$ cat src/inc/rh_defs.svh
// Constants shared by both ends of the read-head process-data link.
// Assumes a 125 MHz core clock; times are given in their own unit.
`ifndef RH_DEFS_SVH
`define RH_DEFS_SVH
// ------------------------------------------------------------
// Timing
// ------------------------------------------------------------
`define RH_CLK_MHZ 125
`define RH_PULSE_MS 300
`define RH_LONG_MS 5000
`define RH_COMM_TMO_MS 50
`define RH_CYCLE_US 1000
`define RH_POLL_TMO_CYC 8'hFF
// ------------------------------------------------------------
// Frame layout, byte 0 in the top bits
// ------------------------------------------------------------
`define RH_CMD_BITS 64
`define RH_IMG_BITS 128
`define RH_HEADS 4
`define RH_CMD_B0 63:56
`define RH_CMD_B1 55:48
`define RH_CMD_B2 47:40
`define RH_CMD_B3 39:32
`define RH_FLD_ABSENT 31
`define RH_FLD_CNT 30:28
`define RH_FLD_WAFER 27:16
`define RH_FLD_CHIP 15:0
`define RH_CNT_START 3'h0
`define RH_CNT_MAX 3'h7
// ------------------------------------------------------------
// Information field selectors
// ------------------------------------------------------------
`define RH_SUB_DIAG_MAX 4'h3
`define RH_SUB_DEV_ID 4'h9
`define RH_SUB_SW_VER 4'hA
`define RH_SUB_STATUS 4'hB
`define RH_SUB_PARAM 4'hC
// ------------------------------------------------------------
// Controller register offsets and reset values
// ------------------------------------------------------------
`define RH_REG_CMD_A 5'h00
`define RH_REG_CMD_B 5'h04
`define RH_REG_CTRL 5'h08
`define RH_REG_STAT 5'h0C
`define RH_REG_IMG0 5'h10
`define RH_CTRL_RUN 0
`define RH_CMD_RESET 64'h0000000000000000
`endif

$ cat src/inc/rh_pkg.sv
// State types of the device end of the read-head link.
// Assumes rh_defs.svh is on the include path.
package rh_pkg;
  typedef enum logic [1:0] {
    RH_L_GREEN = 2'b00,
    RH_L_PULSE = 2'b01,
    RH_L_GAP = 2'b10,
    RH_L_LONG = 2'b11
  } rh_led_st_t;
  typedef enum logic [1:0] {
    RH_P_DETECT = 2'b00,
    RH_P_REQ = 2'b01,
    RH_P_WAIT = 2'b10
  } rh_poll_st_t;
endpackage : rh_pkg

$ cat src/inc/rh_link_if.sv
// Process-data link between fieldbus master and read-head device.
// Assumes both ends run on the same core clock.
`timescale 1ns/1ps
`include "rh_defs.svh"
interface rh_link_if;
  logic cycle_stb;
  logic [`RH_CMD_BITS-1:0] cmd_data;
  logic img_valid;
  logic [`RH_IMG_BITS-1:0] img_data;
  modport dev (input cycle_stb, input cmd_data, output img_valid, output img_data);
  modport mst (output cycle_stb, output cmd_data, input img_valid, input img_data);
endinterface : rh_link_if

$ cat src/core/rh_read_head_dev.sv
// Read-head interface device: builds the 16-byte process image and drives LEDs.
// Assumes heads answer polls on a simple req/ack port and one core clock.
`timescale 1ns/1ps
`include "rh_defs.svh"
module rh_read_head_dev
  import rh_pkg::*;
#(
  parameter logic [31:0] PULSE_CYC = 32'(`RH_PULSE_MS * `RH_CLK_MHZ * 1000),
  parameter logic [31:0] LONG_CYC = 32'(`RH_LONG_MS * `RH_CLK_MHZ * 1000),
  parameter logic [31:0] COMM_TMO_CYC = 32'(`RH_COMM_TMO_MS * `RH_CLK_MHZ * 1000),
  parameter logic [15:0] DEV_ID = 16'h5A5A,  // Arbitrary value
  parameter logic [15:0] SW_VER = 16'h0101   // Arbitrary value
) (
  input wire logic core_clk,
  input wire logic rst,
  input wire logic core_ce,
  rh_link_if.dev link,
  input wire logic [3:0] head_attached,
  output logic [1:0] poll_sel,
  output logic poll_req,
  input wire logic poll_ack,
  input wire logic [27:0] poll_code,
  input wire logic poll_carrier,
  input wire logic [6:0] diag_flags,
  output logic status_green,
  output logic status_red,
  output logic [3:0] head_green,
  output logic [3:0] head_yellow,
  output logic [3:0] head_red
);
  // ------------------------------------------------------------
  // Fault decode: diag_flags = {ni, ek, xk, ea, ra, ia, xa}
  // ------------------------------------------------------------
  logic comm_err;
  logic rom_err;
  logic ram_err;
  assign rom_err = diag_flags[5] | diag_flags[3] | diag_flags[2];
  assign ram_err = diag_flags[4] | diag_flags[1] | diag_flags[0];

  // ------------------------------------------------------------
  // Head polling
  // ------------------------------------------------------------
  rh_poll_st_t pst_q, pst_d;
  logic [3:0] att_q, att_d;
  logic [3:0] bad_q, bad_d;
  logic [1:0] sel_q, sel_d;
  logic [7:0] ptmo_q, ptmo_d;
  logic [27:0] code_q [4];
  logic [27:0] code_d [4];
  logic [2:0] cnt_q [4];
  logic [2:0] cnt_d [4];
  logic [3:0] absent_q, absent_d;

  // Next attached head after the current one, wrapping
  function automatic logic [1:0] rh_next_head(input logic [1:0] cur, input logic [3:0] att);
    logic [1:0] n;
    n = cur;
    for (int i = 1; i <= 4; i++) begin
      if (att[2'(cur + 2'(i))] && n == cur) begin
        n = 2'(cur + 2'(i));
      end
    end
    return n;
  endfunction : rh_next_head

  // Poll sequencing; a silent head is marked defective and skipped past
  always_comb begin
    pst_d = pst_q;
    att_d = att_q;
    bad_d = bad_q;
    sel_d = sel_q;
    ptmo_d = ptmo_q;
    absent_d = absent_q;
    for (int h = 0; h < 4; h++) begin
      code_d[h] = code_q[h];
      cnt_d[h] = cnt_q[h];
    end
    unique case (pst_q)
      RH_P_DETECT: begin
        att_d = head_attached;
        sel_d = rh_next_head(2'h3, head_attached);
        if (head_attached != 4'h0) begin
          pst_d = RH_P_REQ;
        end
      end
      RH_P_REQ: begin
        ptmo_d = 8'h00;
        pst_d = RH_P_WAIT;
      end
      RH_P_WAIT: begin
        ptmo_d = 8'(ptmo_q + 8'h01);
        if (poll_ack) begin
          bad_d[sel_q] = 1'b0;
          absent_d[sel_q] = ~poll_carrier;
          if (poll_carrier) begin
            code_d[sel_q] = poll_code;
            cnt_d[sel_q] = (cnt_q[sel_q] == `RH_CNT_MAX) ? `RH_CNT_START
                                                         : 3'(cnt_q[sel_q] + 3'h1);
          end
          sel_d = rh_next_head(sel_q, att_q);
          pst_d = RH_P_REQ;
        end else if (ptmo_q == `RH_POLL_TMO_CYC) begin
          bad_d[sel_q] = 1'b1;
          absent_d[sel_q] = 1'b1;
          sel_d = rh_next_head(sel_q, att_q);
          pst_d = RH_P_REQ;
        end
      end
      default: pst_d = RH_P_DETECT;
    endcase
  end

  always_ff @(posedge core_clk or posedge rst) begin
    if (rst) begin
      pst_q <= RH_P_DETECT;
      att_q <= 4'h0;
      bad_q <= 4'h0;
      sel_q <= 2'h0;
      ptmo_q <= 8'h00;
      absent_q <= 4'hF;
      for (int h = 0; h < 4; h++) begin
        code_q[h] <= 28'h0000000;
        cnt_q[h] <= `RH_CNT_START;
      end
    end else if (core_ce) begin
      pst_q <= pst_d;
      att_q <= att_d;
      bad_q <= bad_d;
      sel_q <= sel_d;
      ptmo_q <= ptmo_d;
      absent_q <= absent_d;
      for (int h = 0; h < 4; h++) begin
        code_q[h] <= code_d[h];
        cnt_q[h] <= cnt_d[h];
      end
    end
  end

  assign poll_sel = sel_q;
  assign poll_req = (pst_q == RH_P_REQ);

  // ------------------------------------------------------------
  // Process image and command capture
  // ------------------------------------------------------------
  logic [`RH_IMG_BITS-1:0] img_q, img_d;
  logic ival_q, ival_d;
  logic [31:0] wd_q, wd_d;

  function automatic logic [31:0] rh_info(input logic [3:0] sub, input logic [3:0] eo,
                                          input logic [6:0] df, input logic [15:0] par);
    logic [31:0] f;
    f = 32'h00000000;
    if (sub <= `RH_SUB_DIAG_MAX) begin
      f = {4'h0, eo, 8'h00, 3'h0, df[6], df[5], 2'h0, df[4], 4'h0, df[3:0]};
    end else if (sub == `RH_SUB_DEV_ID) begin
      f = {DEV_ID, 16'h0000};
    end else if (sub == `RH_SUB_SW_VER) begin
      f = {SW_VER, 16'h0000};
    end else if (sub == `RH_SUB_STATUS) begin
      f = {4'h0, df[3:0], 3'h0, df[6], df[5], 2'h0, df[4], 16'h0000};
    end else if (sub == `RH_SUB_PARAM) begin
      f = {par, 16'h0000};
    end
    return f;
  endfunction : rh_info

  // Image is frozen at the strobe so all four slots come from one instant
  always_comb begin
    img_d = img_q;
    ival_d = 1'b0;
    wd_d = (wd_q == COMM_TMO_CYC) ? wd_q : 32'(wd_q + 32'h1);
    // only the cyclic strobe moves data
    if (link.cycle_stb) begin
      wd_d = 32'h0;
      ival_d = 1'b1;
      for (int h = 0; h < 4; h++) begin
        if (link.cmd_data[40 + h]) begin
          img_d[127 - 32*h -: 32] = rh_info(link.cmd_data[35:32], ~att_q | bad_q, diag_flags,
                                            link.cmd_data[63:48]);
        end else begin
          img_d[127 - 32*h -: 32] = {absent_q[h], cnt_q[h], code_q[h]};
        end
      end
    end
  end

  always_ff @(posedge core_clk or posedge rst) begin
    if (rst) begin
      img_q <= 128'h0;
      ival_q <= 1'b0;
      wd_q <= 32'h0;
    end else if (core_ce) begin
      img_q <= img_d;
      ival_q <= ival_d;
      wd_q <= wd_d;
    end
  end

  assign link.img_data = img_q;
  assign link.img_valid = ival_q;
  // Missing strobes or an internal interface fault both count as link trouble
  assign comm_err = (wd_q == COMM_TMO_CYC) | diag_flags[6];

  // ------------------------------------------------------------
  // Status LED sequencer
  // ------------------------------------------------------------
  rh_led_st_t lst_q, lst_d;
  logic [31:0] tmr_q, tmr_d;
  logic [2:0] left_q, left_d;
  logic grn_q, grn_d;
  logic red_q, red_d;
  logic [2:0] want;

  // RAM over ROM over link error
  assign want = ram_err ? 3'h4 : rom_err ? 3'h3 : comm_err ? 3'h1 : 3'h0;

  // Pattern is latched at its start, so a new fault waits for the long red
  always_comb begin
    lst_d = lst_q;
    tmr_d = 32'(tmr_q + 32'h1);
    left_d = left_q;
    unique case (lst_q)
      RH_L_GREEN: begin
        tmr_d = 32'h0;
        if (want != 3'h0) begin
          left_d = want;
          lst_d = RH_L_PULSE;
        end
      end
      RH_L_PULSE: begin
        if (tmr_q == PULSE_CYC - 32'h1) begin
          tmr_d = 32'h0;
          left_d = 3'(left_q - 3'h1);
          lst_d = (left_q == 3'h1) ? RH_L_LONG : RH_L_GAP;
        end
      end
      RH_L_GAP: begin
        if (tmr_q == PULSE_CYC - 32'h1) begin
          tmr_d = 32'h0;
          lst_d = RH_L_PULSE;
        end
      end
      RH_L_LONG: begin
        if (tmr_q == LONG_CYC - 32'h1) begin
          tmr_d = 32'h0;
          left_d = want;
          lst_d = (want != 3'h0) ? RH_L_PULSE : RH_L_GREEN;
        end
      end
    endcase
    grn_d = (lst_d == RH_L_GREEN) || (lst_d == RH_L_PULSE);
    red_d = ~grn_d;
  end

  always_ff @(posedge core_clk or posedge rst) begin
    if (rst) begin
      lst_q <= RH_L_GREEN;
      tmr_q <= 32'h0;
      left_q <= 3'h0;
      grn_q <= 1'b1;
      red_q <= 1'b0;
    end else if (core_ce) begin
      lst_q <= lst_d;
      tmr_q <= tmr_d;
      left_q <= left_d;
      grn_q <= grn_d;
      red_q <= red_d;
    end
  end

  assign status_green = grn_q;
  assign status_red = red_q;
  assign head_green = att_q & ~bad_q;
  assign head_yellow = att_q & ~absent_q;
  assign head_red = 4'h0;
endmodule : rh_read_head_dev

$ cat src/flat_wrapper.sv
// flat-port wrapper written by rule: the top's interface ports become plain ports
module rh_read_head_dev_flat import rh_pkg::*;
#(
  parameter logic [31:0] PULSE_CYC = 32'(`RH_PULSE_MS * `RH_CLK_MHZ * 1000),
  parameter logic [31:0] LONG_CYC = 32'(`RH_LONG_MS * `RH_CLK_MHZ * 1000),
  parameter logic [31:0] COMM_TMO_CYC = 32'(`RH_COMM_TMO_MS * `RH_CLK_MHZ * 1000),
  parameter logic [15:0] DEV_ID = 16'h5A5A,                    
  parameter logic [15:0] SW_VER = 16'h0101                     
)
  (core_clk, rst, core_ce, head_attached, poll_sel, poll_req, poll_ack, poll_code, poll_carrier, diag_flags, status_green, status_red, head_green, head_yellow, head_red, link_cycle_stb, link_cmd_data, link_img_valid, link_img_data);
  rh_link_if link_i ();
  input wire logic core_clk;
  input wire logic rst;
  input wire logic core_ce;
  input wire logic [3:0] head_attached;
  output logic [1:0] poll_sel;
  output logic poll_req;
  input wire logic poll_ack;
  input wire logic [27:0] poll_code;
  input wire logic poll_carrier;
  input wire logic [6:0] diag_flags;
  output logic status_green;
  output logic status_red;
  output logic [3:0] head_green;
  output logic [3:0] head_yellow;
  output logic [3:0] head_red;
  input wire logic [$bits(link_i.cycle_stb)-1:0] link_cycle_stb;
  input wire logic [$bits(link_i.cmd_data)-1:0] link_cmd_data;
  output wire logic [$bits(link_i.img_valid)-1:0] link_img_valid;
  output wire logic [$bits(link_i.img_data)-1:0] link_img_data;
  assign link_i.cycle_stb = link_cycle_stb;
  assign link_i.cmd_data = link_cmd_data;
  assign link_img_valid = link_i.img_valid;
  assign link_img_data = link_i.img_data;
  rh_read_head_dev #(.PULSE_CYC(PULSE_CYC), .LONG_CYC(LONG_CYC), .COMM_TMO_CYC(COMM_TMO_CYC), .DEV_ID(DEV_ID), .SW_VER(SW_VER)) u_core (.core_clk(core_clk), .rst(rst), .core_ce(core_ce), .link(link_i), .head_attached(head_attached), .poll_sel(poll_sel), .poll_req(poll_req), .poll_ack(poll_ack), .poll_code(poll_code), .poll_carrier(poll_carrier), .diag_flags(diag_flags), .status_green(status_green), .status_red(status_red), .head_green(head_green), .head_yellow(head_yellow), .head_red(head_red));
endmodule
$ cat config.mk
export PLATFORM = sky130hd
export DESIGN_NAME = rh_read_head_dev_flat
export DESIGN_NICKNAME = d
export VERILOG_FILES = /design/src/inc/rh_pkg.sv /design/src/inc/rh_link_if.sv /design/src/core/rh_read_head_dev.sv /design/src/flat_wrapper.sv
export VERILOG_INCLUDE_DIRS = /design/src /design/src/inc
export SDC_FILE = /design/constraint.sdc
export NUM_CORES = 1
export LEC_CHECK = 0
export BUFFER_PORTS_ARGS = -buffer_cell sky130_fd_sc_hd__buf_4
export CAP_MARGIN = 20
export CORE_ASPECT_RATIO = 1.2
export CORE_MARGIN = 5
export CORE_UTILIZATION = 50
export DETAILED_ROUTE_END_ITERATION = 10
export MAX_ROUTING_LAYER = met4
export PLACE_DENSITY = 0.74
export RECOVER_POWER = 100
export SKIP_CTS_REPAIR_TIMING = 1
export SLEW_MARGIN = 20
export SYNTH_ARGS = -nofsm -noshare
export SYNTH_HDL_FRONTEND = slang
export SYNTH_SLANG_ARGS = --single-unit
$ cat constraint.sdc
create_clock -name core_clk -period 10.78 [get_ports core_clk]
set_input_delay 1.078 -clock core_clk [delete_from_list [all_inputs] [get_ports core_clk]]
set_output_delay 1.078 -clock core_clk [all_outputs]
set_load 0.03 [all_outputs]
==> flow_metrics.tcl <==
set metrics [dict create \
    status "finished, violations left" \
    violations "capacitance limit, slew limit" \
    clockBufferDepth 3 \
    synth_edf_count 0 \
    initial_core_util_pct 50.8 \
    ctsHtreeMaxLevel 2 \
    critPathCaptureType "flip-flop" \
    pwr_density_cell_mw_per_mm2 220 \
    area_delta_synth_final_pct 14.9 \
    fin_util_pct 58.3 \
    yosysSeqAreaShare_pct 53.2 \
    nNetsFinal 1821 \
    critPathRequiredTime_ns 11.15 \
    worstPathArrival_ns 6.02 \
    synth_top_area_share_pct 52.4 \
    gp_congestion 0.864 \
    die_h_um 208 \
    core_area_mm2 0.0323 \
    grt_pass1_vias 12300 \
    row_count 72 \
    final.fill_count 2778 \
    cap_violations 7 \
    ir_drop_v 0.000131 \
    yosysMostFrequentCell "dfrtp_1" \
    path_class "in2reg" \
    timing.final.crit_share_pct 52.4 \
    clkSinkCount 348 \
    wl_per_cell_um 19.6 \
    stdcell_area_mm2 0.0188 \
    grt-ovfl-total 0 \
    synth.distinct_cells 67 \
    p_leak_nw 8.69 \
    synth-async-reset-ratio_pct 100 \
    die_w_um 175 \
    dpl.hpwl_um 27300 \
    final_layout_size_suffix_gt1_share_pct 16.1 \
    netlist_instances 1526 \
    ff2ff_path_depth 6 \
    fin_setup_tns_ns 0 \
    synth_largest_area_cell "dfrtp_1" \
    min_path_cells 2 \
    die_area_mm2 0.0365 \
    finalSetupViolations 0 \
    rsz0062_at_grt "false" \
    grt_use_total_pct 23.2 \
    clkTransAtPathRegs_ns 0.06 \
    max_freq_mhz 177 \
    r2r_start "u_core.pst_q[0]" \
    drt_iter0_drc 884 \
    antenna_found_initial 2 \
    portBuffers 210 \
    yosys_warnings 0 \
    placed_cell_area_mm2 0.0182 \
    relSlewSlack_pct -255 \
    hold_path.class "reg2reg" \
    finClkSkew_ns 0.0180 \
    post-route-min-period_ns 5.64 \
    r2r_slack_ns 6.82 \
    pin_count 255 \
    synth_area_mm2 0.0164 \
    crit_fanout 65 \
    synth_common_cells "dfrtp_1, nand2_1, mux2_2" \
    ys_ff_latch 348 \
    start_kind "input port" \
    whs_endpoint "u_core.link.img_data[105]" \
    ant_nets 0 \
    clockRootBuffer "clkbuf_16" \
    synth.area.top_cells "dfrtp_1, mux2_2, mux2i_1, nand2_1, o21ai_0" \
    holdCritStartpoint "u_core.link.img_data[105]" \
    viasPerCell 5.72 \
    drv_slew 371 \
    cts_tree "done" \
    r2r-end "u_core.code_q[7]" \
    grt_max_degree 120 \
    wirelength_um 41600 \
    grt_pass1_wl_um 67300 \
    final_hold_viol_count 0 \
    drc 0 \
    syn_avg_cell_area_um2 10.7 \
    numCtsBuffers 36 \
    vias 12200 \
    insertion_delay_ns 0.52 \
    worst_pin_slew_ns 5.30 \
    drt-pass1-iter-count 6 \
    ys.flop_type "dfrtp_1" \
]
==> final cells by class <==
type | count | area [um2] | share of cell area (%)
antenna | 2 | 5.00 | 0.0266
clock buffer | 59 | 1090 | 5.79
clock inverter | 5 | 90.1 | 0.479
inverter | 45 | 170 | 0.905
multi-input combinational | 1044 | 7130 | 37.9
sequential | 348 | 8710 | 46.4
tap | 407 | 509 | 2.71
timing repair buffer | 217 | 1090 | 5.79
==> flip-flops by register name, indices dropped and copies added (netlist names), 2 cells and up, named ones only <==
register              cells
u_core.left_q             3
u_core.cnt_q             12
u_core.ptmo_q             8
u_core.poll_sel           2
u_core.link.img_data    128
u_core.code_q           112
u_core.pst_q              2
u_core.wd_q              32
u_core.absent_q           4
u_core.lst_q              2
u_core.att_q              4
u_core.tmr_q             32
==> per-stage QoR <==
stage / hold WS, ns / instances / setup WS (ns) / total power, mW
floorplan: 0.458 / 1529 / 0.0602 / 2.59
global route: 0.487 / 2127 / 4.65 / 4.35
CTS: 0.474 / 2125 / 7.59 / 4.27
finish: 0.465 / 2127 / 5.14 / 4.14
global placement: 0.457 / 2061 / 7.09 / 2.97
detailed placement: 0.460 / 2061 / 7.06 / 3.01
==> kinds of logic (layout without fill, tap and decap cells) <==
logic type,Yosys count,after routing,synth area share [%]
buffers and inverters,137,326,3.39
other,1,6,0.0229
DFF,348,348,53.2
muxes,228,228,15.2
adders and majority gates,20,20,1.53
AOI/OAI and AO/OA,263,263,9.52
xor gates and xnor gates,36,36,1.93
and+or+nand+nor,493,493,15.1
==> power breakdown <==
group,total (mW),internal [mW],switching [mW]
Clock,1.25,0.741,0.511
Sequential,1.83,1.62,0.212
Combinational,1.05,0.389,0.663
Total,4.14,2.75,1.39
==> placed cells by master (no fill, tap or decap), types with 20 or more instances in the layout <==
cell | synthesis | layout
a21oi_1 | 56 | 56
clkbuf_1 | 70 | 159
ha_1 | 20 | 20
mux2_2 | 130 | 129
xnor2_1 | 33 | 33
o21ai_0 | 116 | 118
dfrtp_1 | 343 | 343
nor3_1 | 29 | 29
mux2i_1 | 93 | 93
nand2_1 | 215 | 214
nand3_1 | 30 | 30
clkbuf_16 | 0 | 37
buf_4 | 6 | 70
nor2_1 | 57 | 57
nand3b_1 | 38 | 38
inv_1 | 45 | 44
==> metal layers <==
metal,vias up,wire [um],global-route usage (%)
met2,316,20300,37.2
met3,82,2810,5.50
met4,0,1090,6.64
li1,5685,-,-
met1,6090,17500,29.6
met5,-,0,-
==> worst max-delay path by stage <==
stage | startpoint | endpoint | slack [ns] | depth (start not counted)
floorplan | rst | asynchronous set/reset pin | 0.06 | 1
global placement | core_ce | u_core.code_q[6] | 7.09 | 5
detailed placement | core_ce | u_core.code_q[7] | 7.06 | 5
CTS | core_ce | u_core.code_q[7] | 7.59 | 5
global route | core_ce | u_core.wd_q[7] | 4.65 | 6
finish | core_ce | u_core.wd_q[7] | 5.14 | 6
==> critical path, cell delays in order <==
cell      delay, ns
clkbuf_1       1.89
and2_2         0.42
clkbuf_1       2.07
nor2_1         0.17
o21ai_0        0.26
o41ai_1        0.10
(Power assumes the default switching activity.)
